### src/core/timer_status_pkg.sv
// Purpose: Constants and types shared by the timer status and flag logic.
// Assumes: Byte-wide register port, one 50 MHz clock.
// Notes: Offsets are byte addresses on the plain register port.
package timer_status_pkg;

  localparam int ADDR_W = 8;
  localparam int DATA_W = 8;

  ////////////////////////////////////////////////////////////////////////////
  // Register offsets
  localparam logic [7:0] OFS_CTRL_A = 8'h00;
  localparam logic [7:0] OFS_CTRL_B_CLR = 8'h04;
  localparam logic [7:0] OFS_CTRL_B_SET = 8'h05;
  localparam logic [7:0] OFS_IRQ_MASK_CLR = 8'h0c;
  localparam logic [7:0] OFS_IRQ_MASK_SET = 8'h0d;
  localparam logic [7:0] OFS_IRQ_FLAGS = 8'h0e;
  localparam logic [7:0] OFS_STATUS = 8'h0f;
  localparam logic [7:0] OFS_COUNT = 8'h10;
  localparam logic [7:0] OFS_PERIOD = 8'h14;
  localparam logic [7:0] OFS_CAPTURE = 8'h18;

  ////////////////////////////////////////////////////////////////////////////
  // Field positions
  localparam int CTRLA_ENABLE_BIT = 1;
  localparam int CTRLA_MODE32_BIT = 2;
  localparam int CTRLA_PRESC_LSB = 4;
  localparam int CTRLB_DIR_BIT = 0;
  localparam int CTRLB_SINGLE_BIT = 2;
  localparam int CTRLB_CMD_LSB = 6;
  localparam logic [1:0] CMD_NONE = 2'h0;
  localparam logic [1:0] CMD_RETRIGGER = 2'h1;
  localparam logic [1:0] CMD_STOP = 2'h2;
  localparam int FLAG_OVF_BIT = 0;
  localparam int FLAG_ERR_BIT = 1;
  localparam int FLAG_CAP_BIT = 4;
  localparam logic [7:0] FLAG_IMPL = 8'h13;
  localparam int STAT_SYNC_BIT = 7;
  localparam int STAT_SLAVE_BIT = 4;
  localparam int STAT_STOP_BIT = 3;

  ////////////////////////////////////////////////////////////////////////////
  // Reset values
  localparam logic [7:0] STATUS_RST = 8'h08;
  localparam logic [7:0] COUNT_RST = 8'h00;
  localparam logic [7:0] PERIOD_RST = 8'hff;
  localparam logic [7:0] ZERO8 = 8'h00;

  ////////////////////////////////////////////////////////////////////////////
  // Timing
  localparam int CLK_PERIOD_NS = 20;
  localparam int SYNC_TIME_NS = 60;
  localparam int SYNC_CYCLES_I = (SYNC_TIME_NS + CLK_PERIOD_NS - 1) / CLK_PERIOD_NS;
  localparam logic [3:0] SYNC_CYCLES = 4'(SYNC_CYCLES_I);

  // Run state, Gray coded along off -> count -> halt
  typedef enum logic [1:0] {
    RUN_OFF = 2'b00,
    RUN_COUNT = 2'b01,
    RUN_HALT = 2'b11
  } run_state_t;

endpackage

### src/core/timer_status_and_flags.sv
// Purpose: Eight-bit timer with capture, overflow flags and status register.
// Assumes: Inputs synchronous to clk_sys; capture_in is a one-cycle pulse.
// Notes: Enable, commands and count writes cross through a short sync delay.
`timescale 1ns/1ps
`default_nettype none

module timer_status_and_flags
#(
  parameter bit IS_ODD_TIMER = 1'b1
)
(
  input wire logic clk_sys,
  input wire logic nrst,
  input wire logic [timer_status_pkg::ADDR_W-1:0] reg_addr,
  input wire logic [timer_status_pkg::DATA_W-1:0] reg_wdata,
  input wire logic reg_wr,
  input wire logic reg_rd,
  output logic [timer_status_pkg::DATA_W-1:0] reg_rdata,
  input wire logic capture_in,
  input wire logic pair_master_mode32,
  output logic mode32_out,
  output logic irq
);
  import timer_status_pkg::*;

  ////////////////////////////////////////////////////////////////////////////
  // Declarations
  run_state_t state_r;
  logic [7:0] ctrl_a_r;
  logic single_run_setting_r;
  logic dir_down_r;
  logic [7:0] irq_mask_r;
  logic [7:0] flags_r;
  logic [7:0] flags_nxt;
  logic [7:0] status_r;
  logic [7:0] count_r;
  logic [7:0] period_r;
  logic [7:0] capture_r;
  logic [7:0] rdata_r;
  logic irq_r;
  logic mode32_r;
  logic [6:0] div_r;
  logic [6:0] div_mask;
  logic counter_prescaled_clock;
  logic [3:0] sync_cnt_r;
  logic domain_sync_pending;
  logic sync_done;
  logic pend_en_valid_r;
  logic pend_en_r;
  logic [1:0] pend_cmd_r;
  logic pend_count_valid_r;
  logic [7:0] pend_count_r;
  logic ovf_seen_r;
  logic wrap_now;
  logic ovf_apply;
  logic [7:0] set_vec;
  logic [7:0] clr_vec;
  logic wr_ctrl_a;
  logic wr_ctrlb_set;
  logic wr_count;
  logic sync_write;

  ////////////////////////////////////////////////////////////////////////////
  // Write decode
  assign wr_ctrl_a = reg_wr && (reg_addr == OFS_CTRL_A);
  assign wr_ctrlb_set = reg_wr && (reg_addr == OFS_CTRL_B_SET);
  assign wr_count = reg_wr && (reg_addr == OFS_COUNT);
  // Writes that must cross into the counter domain; refused while one is in flight
  assign sync_write = (wr_ctrl_a || wr_count || wr_ctrlb_set) && !domain_sync_pending;

  ////////////////////////////////////////////////////////////////////////////
  // Control A: enable and mode32 stored at once, enable applied after sync
  always_ff @(posedge clk_sys or negedge nrst)
  begin
    if (!nrst)
      ctrl_a_r <= ZERO8;
    else if (wr_ctrl_a && !domain_sync_pending)
      ctrl_a_r <= reg_wdata;
  end

  // Mode32 goes to the paired odd timer
  always_ff @(posedge clk_sys or negedge nrst)
  begin
    if (!nrst)
      mode32_r <= 1'b0;
    else
      mode32_r <= ctrl_a_r[CTRLA_MODE32_BIT];
  end

  ////////////////////////////////////////////////////////////////////////////
  // Control B: direction and single-run, set and clear views
  always_ff @(posedge clk_sys or negedge nrst)
  begin
    if (!nrst)
    begin
      dir_down_r <= 1'b0;
      single_run_setting_r <= 1'b0;
    end
    else if (reg_wr && (reg_addr == OFS_CTRL_B_SET))
    begin
      if (reg_wdata[CTRLB_DIR_BIT])
        dir_down_r <= 1'b1;
      if (reg_wdata[CTRLB_SINGLE_BIT])
        single_run_setting_r <= 1'b1;
    end
    else if (reg_wr && (reg_addr == OFS_CTRL_B_CLR))
    begin
      if (reg_wdata[CTRLB_DIR_BIT])
        dir_down_r <= 1'b0;
      if (reg_wdata[CTRLB_SINGLE_BIT])
        single_run_setting_r <= 1'b0;
    end
  end

  ////////////////////////////////////////////////////////////////////////////
  // Sync delay: busy from the write until the crossing completes
  always_ff @(posedge clk_sys or negedge nrst)
  begin
    if (!nrst)
      sync_cnt_r <= 4'h0;
    else if (sync_write)
      sync_cnt_r <= SYNC_CYCLES;
    else if (sync_cnt_r != 4'h0)
      sync_cnt_r <= sync_cnt_r - 4'h1;
  end

  assign domain_sync_pending = (sync_cnt_r != 4'h0);
  assign sync_done = (sync_cnt_r == 4'h1);

  // Values held until the crossing completes
  always_ff @(posedge clk_sys or negedge nrst)
  begin
    if (!nrst)
    begin
      pend_en_valid_r <= 1'b0;
      pend_en_r <= 1'b0;
      pend_cmd_r <= CMD_NONE;
      pend_count_valid_r <= 1'b0;
      pend_count_r <= COUNT_RST;
    end
    else if (sync_write)
    begin
      pend_en_valid_r <= wr_ctrl_a;
      pend_en_r <= reg_wdata[CTRLA_ENABLE_BIT];
      pend_cmd_r <= wr_ctrlb_set ? reg_wdata[CTRLB_CMD_LSB+:2] : CMD_NONE;
      pend_count_valid_r <= wr_count;
      pend_count_r <= reg_wdata;
    end
    else if (sync_done)
    begin
      pend_en_valid_r <= 1'b0;
      pend_cmd_r <= CMD_NONE;
      pend_count_valid_r <= 1'b0;
    end
  end

  ////////////////////////////////////////////////////////////////////////////
  // Prescaler: divide by two to the power of the select field
  always_ff @(posedge clk_sys or negedge nrst)
  begin
    if (!nrst)
      div_r <= 7'h00;
    else if (state_r == RUN_OFF)
      div_r <= 7'h00;
    else
      div_r <= div_r + 7'h01;
  end

  assign div_mask = 7'((8'h01 << ctrl_a_r[CTRLA_PRESC_LSB+:3]) - 8'h01);
  assign counter_prescaled_clock = (state_r != RUN_OFF) && ((div_r & div_mask) == div_mask);

  ////////////////////////////////////////////////////////////////////////////
  // Run state machine
  assign wrap_now = counter_prescaled_clock && (state_r == RUN_COUNT) &&
                    (dir_down_r ? (count_r == ZERO8) : (count_r == period_r));

  always_ff @(posedge clk_sys or negedge nrst)
  begin
    if (!nrst)
    begin
      state_r <= RUN_OFF;
    end
    else
    begin
      case (state_r)
        RUN_OFF:
        begin
          if (sync_done && pend_en_valid_r && pend_en_r)
            state_r <= RUN_COUNT;
        end
        RUN_COUNT:
        begin
          if (sync_done && pend_en_valid_r && !pend_en_r)
            state_r <= RUN_OFF;
          else if (sync_done && (pend_cmd_r == CMD_STOP))
            state_r <= RUN_HALT;
          else if (wrap_now && single_run_setting_r)
            state_r <= RUN_HALT;
        end
        RUN_HALT:
        begin
          if (sync_done && pend_en_valid_r && !pend_en_r)
            state_r <= RUN_OFF;
          else if (sync_done && (pend_cmd_r == CMD_RETRIGGER))
            state_r <= RUN_COUNT;
        end
        default:
        begin
          state_r <= RUN_OFF;
        end
      endcase
    end
  end

  ////////////////////////////////////////////////////////////////////////////
  // Counter value
  always_ff @(posedge clk_sys or negedge nrst)
  begin
    if (!nrst)
    begin
      count_r <= COUNT_RST;
    end
    else if (sync_done && pend_count_valid_r)
    begin
      count_r <= pend_count_r;
    end
    else if (sync_done && (pend_cmd_r == CMD_RETRIGGER))
    begin
      count_r <= dir_down_r ? period_r : ZERO8;
    end
    else if (wrap_now)
    begin
      count_r <= dir_down_r ? period_r : ZERO8;
    end
    else if (counter_prescaled_clock && (state_r == RUN_COUNT))
    begin
      count_r <= dir_down_r ? count_r - 8'h01 : count_r + 8'h01;
    end
  end

  // Period register, written directly
  always_ff @(posedge clk_sys or negedge nrst)
  begin
    if (!nrst)
      period_r <= PERIOD_RST;
    else if (reg_wr && (reg_addr == OFS_PERIOD))
      period_r <= reg_wdata;
  end

  // Capture register takes the count on a capture pulse while the capture flag is clear
  always_ff @(posedge clk_sys or negedge nrst)
  begin
    if (!nrst)
      capture_r <= ZERO8;
    else if (capture_in && !flags_r[FLAG_CAP_BIT])
      capture_r <= count_r;
  end

  ////////////////////////////////////////////////////////////////////////////
  // Overflow seen, turned into a flag at the following counter tick
  always_ff @(posedge clk_sys or negedge nrst)
  begin
    if (!nrst)
      ovf_seen_r <= 1'b0;
    else if (wrap_now)
      ovf_seen_r <= 1'b1;
    else if (ovf_apply)
      ovf_seen_r <= 1'b0;
  end

  // A halted timer keeps ticking the prescaler; a disabled one applies at once
  assign ovf_apply = ovf_seen_r && (counter_prescaled_clock || (state_r == RUN_OFF));

  ////////////////////////////////////////////////////////////////////////////
  // Interrupt flags: write one clears, set wins over clear
  always_comb
  begin
    set_vec = ZERO8;
    set_vec[FLAG_OVF_BIT] = ovf_apply;
    set_vec[FLAG_CAP_BIT] = capture_in && !flags_r[FLAG_CAP_BIT];
    set_vec[FLAG_ERR_BIT] = capture_in && flags_r[FLAG_CAP_BIT];
    clr_vec = (reg_wr && (reg_addr == OFS_IRQ_FLAGS)) ? reg_wdata : ZERO8;
    flags_nxt = ((flags_r & ~clr_vec) | set_vec) & FLAG_IMPL;
  end

  always_ff @(posedge clk_sys or negedge nrst)
  begin
    if (!nrst)
      flags_r <= ZERO8;
    else
      flags_r <= flags_nxt;
  end

  // Interrupt mask, set and clear views
  always_ff @(posedge clk_sys or negedge nrst)
  begin
    if (!nrst)
      irq_mask_r <= ZERO8;
    else if (reg_wr && (reg_addr == OFS_IRQ_MASK_SET))
      irq_mask_r <= (irq_mask_r | reg_wdata) & FLAG_IMPL;
    else if (reg_wr && (reg_addr == OFS_IRQ_MASK_CLR))
      irq_mask_r <= irq_mask_r & ~reg_wdata;
  end

  // Level interrupt while any unmasked flag is set
  always_ff @(posedge clk_sys or negedge nrst)
  begin
    if (!nrst)
      irq_r <= 1'b0;
    else
      irq_r <= |(flags_r & irq_mask_r);
  end

  ////////////////////////////////////////////////////////////////////////////
  // Status register
  always_ff @(posedge clk_sys or negedge nrst)
  begin
    if (!nrst)
    begin
      status_r <= STATUS_RST;
    end
    else
    begin
      status_r <= ZERO8;
      status_r[STAT_SYNC_BIT] <= domain_sync_pending;
      status_r[STAT_SLAVE_BIT] <= IS_ODD_TIMER && pair_master_mode32;
      status_r[STAT_STOP_BIT] <= (state_r != RUN_COUNT);
    end
  end

  ////////////////////////////////////////////////////////////////////////////
  // Read data, valid the cycle after the strobe
  always_ff @(posedge clk_sys or negedge nrst)
  begin
    if (!nrst)
    begin
      rdata_r <= ZERO8;
    end
    else if (reg_rd)
    begin
      case (reg_addr)
        OFS_CTRL_A: rdata_r <= ctrl_a_r;
        OFS_CTRL_B_CLR, OFS_CTRL_B_SET:
          rdata_r <= {5'h00, single_run_setting_r, 1'b0, dir_down_r};
        OFS_IRQ_MASK_CLR, OFS_IRQ_MASK_SET: rdata_r <= irq_mask_r;
        OFS_IRQ_FLAGS: rdata_r <= flags_r;
        OFS_STATUS: rdata_r <= status_r;
        OFS_COUNT: rdata_r <= count_r;
        OFS_PERIOD: rdata_r <= period_r;
        OFS_CAPTURE: rdata_r <= capture_r;
        default: rdata_r <= ZERO8;
      endcase
    end
    else
    begin
      rdata_r <= ZERO8;
    end
  end

  assign reg_rdata = rdata_r;
  assign irq = irq_r;
  assign mode32_out = mode32_r;

endmodule

`default_nettype wire

### config.mk
export PLATFORM = sky130hd
export DESIGN_NAME = timer_status_and_flags
export DESIGN_NICKNAME = d
export VERILOG_FILES = /design/src/core/timer_status_pkg.sv /design/src/core/timer_status_and_flags.sv
export SDC_FILE = /design/constraint.sdc
export NUM_CORES = 1
export LEC_CHECK = 0
export ABC_CLOCK_PERIOD_IN_PS = 4000
export BUFFER_PORTS_ARGS = -buffer_cell sky130_fd_sc_hd__buf_2
export CORE_MARGIN = 1
export CORE_UTILIZATION = 30
export CTS_CLUSTER_SIZE = 10
export DETAILED_ROUTE_END_ITERATION = 6
export PLACE_DENSITY = 0.54
export SLEW_MARGIN = 20
export SYNTH_ARGS = -nofsm -noshare
export SYNTH_HDL_FRONTEND = slang
export SYNTH_SLANG_ARGS = --single-unit
### constraint.sdc
create_clock -name clk_sys -period 4 [get_ports clk_sys]
set_input_delay 0.4 -clock clk_sys [delete_from_list [all_inputs] [get_ports clk_sys]]
set_output_delay 0.4 -clock clk_sys [all_outputs]
set_load 0.02 [all_outputs]
# Word-level counts from Yosys, hierarchy flattened
# Index checks and enable logic that the tools add are counted.
# totals
ff_bits	85
in_bits	22
out_inout_bits	10
wordCells	143
# classes
addsub	5
n_eq_ne	24
shift	1
n_mux	38
bitwise_logic	8
reduce_logical	46
# op_table
op	n
8-bit 2-to-1 mux	9
8-bit case mux with 8 select lines	1
8-bit by 4-bit equality test with 1-bit output, second input constant	4
8-bit by 5-bit equality test with 1-bit output, second input constant	3
1-bit logical AND	23
2-bit 2-to-1 mux	9
8-bit by 3-bit equality test with 1-bit output, second input constant	2
8-bit zero test	2
1-bit 2-to-1 mux	14
2-bit nonzero test	6
2-bit != test, second input constant	5
5-bit OR	2
3-bit AND reduction	3
8-bit by 1-bit adder with 8-bit output, second input constant	1
5-bit by 8-bit bitwise AND with 8-bit output	1
8-bit bitwise AND	1
8-bit equality test	1
4-bit 2-to-1 mux	2
8-bit NOT	1
4-bit nonzero test	2
8-bit OR reduction	1
8-bit by 1-bit subtractor with 8-bit output, second input constant	1
7-bit by 1-bit adder with 7-bit output, second input constant	1
7-bit bitwise AND	1
19 further kinds	26

# Longest topological paths before layout
# depth
depth_word	12
depth_mapped	12
depth_no_buf	10

# Worst setup path before layout
# OpenSTA, ideal clock, no wires.
# synth_path
kind	register -> register
startpoint	reg ctrl_a_r[4]
endpoint	reg count_r[7]
setup_time_ns	0.073
t_arrival_ns	2.352
required_ns	3.927
slack_ns	1.575
path_stages_with_launch	10
path_buffers	0
synth_period_minus_slack_ns	2.425
cell_sequence	dfrtp_1 or3_1 ha_1 and3b_2 o21ai_0 o2111ai_1 a31oi_4 nand2_2 mux2_4 a21oi_2
# synth_via
elab_chain_len	10
elab_cells_between_ends	11
classes_between	add/sub (1); eq/ne (1); shift (1); mux (3); bitwise (1); reduce/logical (4)
# synth_lines
item	line	rtl
from (decl)	timer_status_and_flags.sv:29	logic [7:0] ctrl_a_r;
from (signal assigned)	timer_status_and_flags.sv:78	ctrl_a_r <= reg_wdata;
1-bit by 3-bit left shift with 7-bit output (*)	timer_status_and_flags.sv:169	assign div_mask = 7'((8'h01 << ctrl_a_r[CTRLA_PRESC_LSB+:3]) - 8'h01);
7-bit by 1-bit subtractor with 7-bit output (*)	timer_status_and_flags.sv:169	
7-bit bitwise AND	timer_status_and_flags.sv:170	assign counter_prescaled_clock = (state_r != RUN_OFF) && ((div_r & div_mask) == div_mask);
7-bit equality test (*)	timer_status_and_flags.sv:170	
1-bit logical AND (*)	timer_status_and_flags.sv:170	
1-bit logical AND (*)	timer_status_and_flags.sv:174, timer_status_and_flags.sv:235	
1-bit logical AND	timer_status_and_flags.sv:174	assign wrap_now = counter_prescaled_clock && (state_r == RUN_COUNT) &&
8-bit 2-to-1 mux	timer_status_and_flags.sv:231	else if (wrap_now)
8-bit 2-to-1 mux	timer_status_and_flags.sv:227	else if (sync_done && (pend_cmd_r == CMD_RETRIGGER))
8-bit 2-to-1 mux	timer_status_and_flags.sv:223	else if (sync_done && pend_count_valid_r)
to (signal assigned)	timer_status_and_flags.sv:225	count_r <= pend_count_r;
to (signal assigned)	timer_status_and_flags.sv:229	count_r <= dir_down_r ? period_r : ZERO8;
to (signal assigned)	timer_status_and_flags.sv:233	count_r <= dir_down_r ? period_r : ZERO8;
to (decl)	timer_status_and_flags.sv:36	logic [7:0] count_r;
# Mark *: on every way between the ends. The rest lies on a longest branch, timed or not.
# A chain may end at the register's enable or synchronous reset.

# Worst setup path after layout
# layout_path
startpoint	reg ctrl_a_r[6]
endpoint	reg count_r[7]
# The elaborated chain is that of the path after synthesis.

==> flow_metrics.tcl <==
set metrics [dict create \
    end_kind "register" \
    fin_nets 478 \
    crit_family "compound AO/OA/AOI/OAI gates" \
    cts-hold-fix-buffers 0 \
    core_sq_um 14100 \
    die_x_microns 123.1 \
    crit_type "register to register" \
    fin_skew_ps 7.737 \
    place_congestion 0.8239 \
    cp_data_arrival_time_ps 3210 \
    die_area_sq_um 15150 \
    h-tree-depth 3 \
    grt_usage_pct 15.86 \
    path_buf_inv 0 \
    via_per_inst 5.269 \
    setup_viol 0 \
    cts.path.max_buffers 2 \
    num_io_pins 32 \
    cp_slowest_stage_delay_ps 500 \
    min_period_ps 2946 \
    grt_max_degree 59 \
    async_flop_share_pct 100.0 \
    start_kind "register" \
    post_drt_wl_per_cell_microns 17.77 \
    overflow 0 \
    rows 43 \
    leakagePower_nw 2.211 \
    hold_class "primary input to async pin" \
    area_growth_pct 13.97 \
    start_util_pct 31.20 \
    synth_nets 448 \
    synth_top_area_share_pct 42.67 \
    setup-tns-final_ps 0 \
    ys_seq_area_share_pct 48.05 \
    min_period_over_period_pct 73.65 \
    portBuffers 31 \
    clockRootBuffer "clkbuf_16" \
    hold_viol_final 0 \
    routed_wl_microns 11180 \
    max-vdd-ir-drop_uv 360.1 \
    tightest_slew_ps 877.3 \
    synth_edf_count 0 \
    avgSynthCellArea_sq_um 10.62 \
    final.fill_count 1448 \
    synthFlopType "dfrtp_1" \
    tritoncts "yes" \
    total_power_mw 2.513 \
    cpMostUsedCell "o21ai_0" \
    relSlewSlack_pct 41.39 \
    status "finished, final reports clean" \
    cts_resized 0 \
    max_freq_mhz 339.4 \
    worst_skew_pair.late_latency_ps 340 \
    drv_slew 0 \
    synth_area_sq_um 4398 \
    syn_inst 414 \
    clk_pin_slew_ps 60 \
    antenna_cells 0 \
    drt-initial-drc-count 199 \
    required_ps 4270 \
    post_cts_buffers 0 \
    drv_cap 0 \
    cp_max_fo 14 \
    ys_ff_latch 84 \
    holdWs_ps 135.1 \
    cp_cell_sequence "or3_1, ha_1, and3b_2, o21ai_0, o2111ai_1, a31oi_4, o21ai_0, mux2_4, a21oi_2" \
    die_h_microns 123.1 \
    ant_nets 0 \
    final_layout_size_suffix_gt1_share_pct 24.94 \
    vias 3314 \
    yosys.area.top_type "dfrtp_1" \
    cts_made_buffers 9 \
    drc 0 \
    clock_sinks 84 \
    grt_pass1_vias 3282 \
    first_pass_iters 5 \
    ys_types 63 \
    antenna_found_initial 0 \
    dp_hpwl_microns 8277 \
    grt_pass1_wl_microns 17850 \
    synth.area.top_cells "dfrtp_1 (43%), mux2_2 (11%), dfstp_2 (5.4%)" \
    synth_warnings 0 \
    rsz0062_at_grt "no" \
    powerDensity_nw_per_um2 501.3 \
    slowest_stage "dfrtp_1" \
]
==> state kept, by name (all words and copies together) (netlist names), 2 cells and up, named ones only <==
signal / flops
count_r: 8
reg_rdata: 8
sync_cnt_r: 4
pend_count_r: 8
div_r: 7
status_r: 3
flags_r: 3
ctrl_a_r: 8
state_r: 2
period_r: 8
capture_r: 8
irq_mask_r: 5
pend_cmd_r: 2
==> cell usage after synthesis (all sizes together), types with 2 or more instances <==
master	number
a221oi	2
o21a	5
and3	6
o21ai	15
buf	10
dfstp	9
dfrtp	75
or3	2
mux2	43
nand4	6
nor4	3
nand2	38
mux2i	4
a21o	3
a22o	2
clkbuf	5
a211oi	2
xor2	2
and2	5
nor2b	6
a31o	2
nand3	14
nand2b	2
a222oi	7
nor3	5
o22ai	9
o211ai	3
xnor2	17
ha	11
a21oi	23
a31oi	7
inv	12
a22oi	2
nor2	39
==> report_power, final <==
| part | switching (mW) | leakage [nW] | internal (mW) | total, mW |
|---|---|---|---|---|
| clock | 0.329 | 0.133 | 0.483 | 0.813 |
| sequential | 0.145 | 1.10 | 0.968 | 1.11 |
| combinational | 0.311 | 0.978 | 0.277 | 0.588 |
==> stage by stage <==
| stage | utilization, % | setup WS [ps] | cell area [sq um] | instances |
|---|---|---|---|---|
| floorplan | - | 1575 | 4398 | 414 |
| CTS | 35.56 | 1076 | 5012 | 629 |
| global route | 35.56 | 844.5 | 5012 | 629 |
| global placement | 33.53 | 1205 | 4726 | 613 |
| finish | 35.56 | 1054 | 5012 | 629 |
| detailed placement | 33.53 | 1108 | 4726 | 613 |
==> cell families after synthesis <==
group	count (synthesis)	synth area share, %
buf+inv	27	2.788
simple gates	135	15.76
mux	47	12.01
fa+ha+maj	12	3.585
flops	84	48.05
xor+xnor	19	3.784
compound gates	90	14.03
==> layout by cell type, fill, tap and decap left out, drive strengths merged, types with 3 or more instances in the layout <==
cell type and count:
nand4 6, nor2b 6, mux2 43, o22ai 9, a222oi 7, inv 12
o211ai 3, a31oi 7, nor2 39, a21o 3, o21ai 15, nand2 38
nor3 5, a21oi 23, nor4 3, o21a 5, clkbuf 12, nand3 14
and2 5, xnor2 17, dfrtp 75, ha 11, buf 34, dfstp 9
and3 6, mux2i 4
==> path summary, 6_finish.rpt <==
kind / startpoint / end / slack, ps / depth (start not counted)
hold / removal: nrst / div_r[4] / 140 / 1
setup / recovery: ctrl_a_r[6] / count_r[7] / 1050 / 9
max in group asynchronous: nrst / period_r[5] / 2960 / 2
hold reg to reg: ctrl_a_r[2] / mode32_out / 420 / 0
min in group clk_sys: pair_master_mode32 / status_r[4] / 170 / 1
setup reg to reg: ctrl_a_r[6] / count_r[7] / 1050 / 9
==> area by class of cell <==
cell class              instances  area (sq um)  share of cell area [%]
clock buffers                  12         236.5                   4.718
repair buffers                 34         180.2                   3.595
clock inverters                 4         50.05                  0.9985
flip-flops and latches         84          2113                   42.16
inverters                      12         45.04                  0.8987
multi-input cells             303          2162                   43.14
well taps                     180         225.2                   4.493
==> layer usage <==
layer / GRT usage (%) / vias to the layer above / part of all wire [%]
met1: 20.71 / 1673 / 45
met4: 4.443 / 0 / 1.1
met5: 0 / - / 0
li1: - / 1564 / -
met2: 26.44 / 68 / 49
met3: 3.413 / 9 / 5.4
Power figures use the tool's default switching activity.
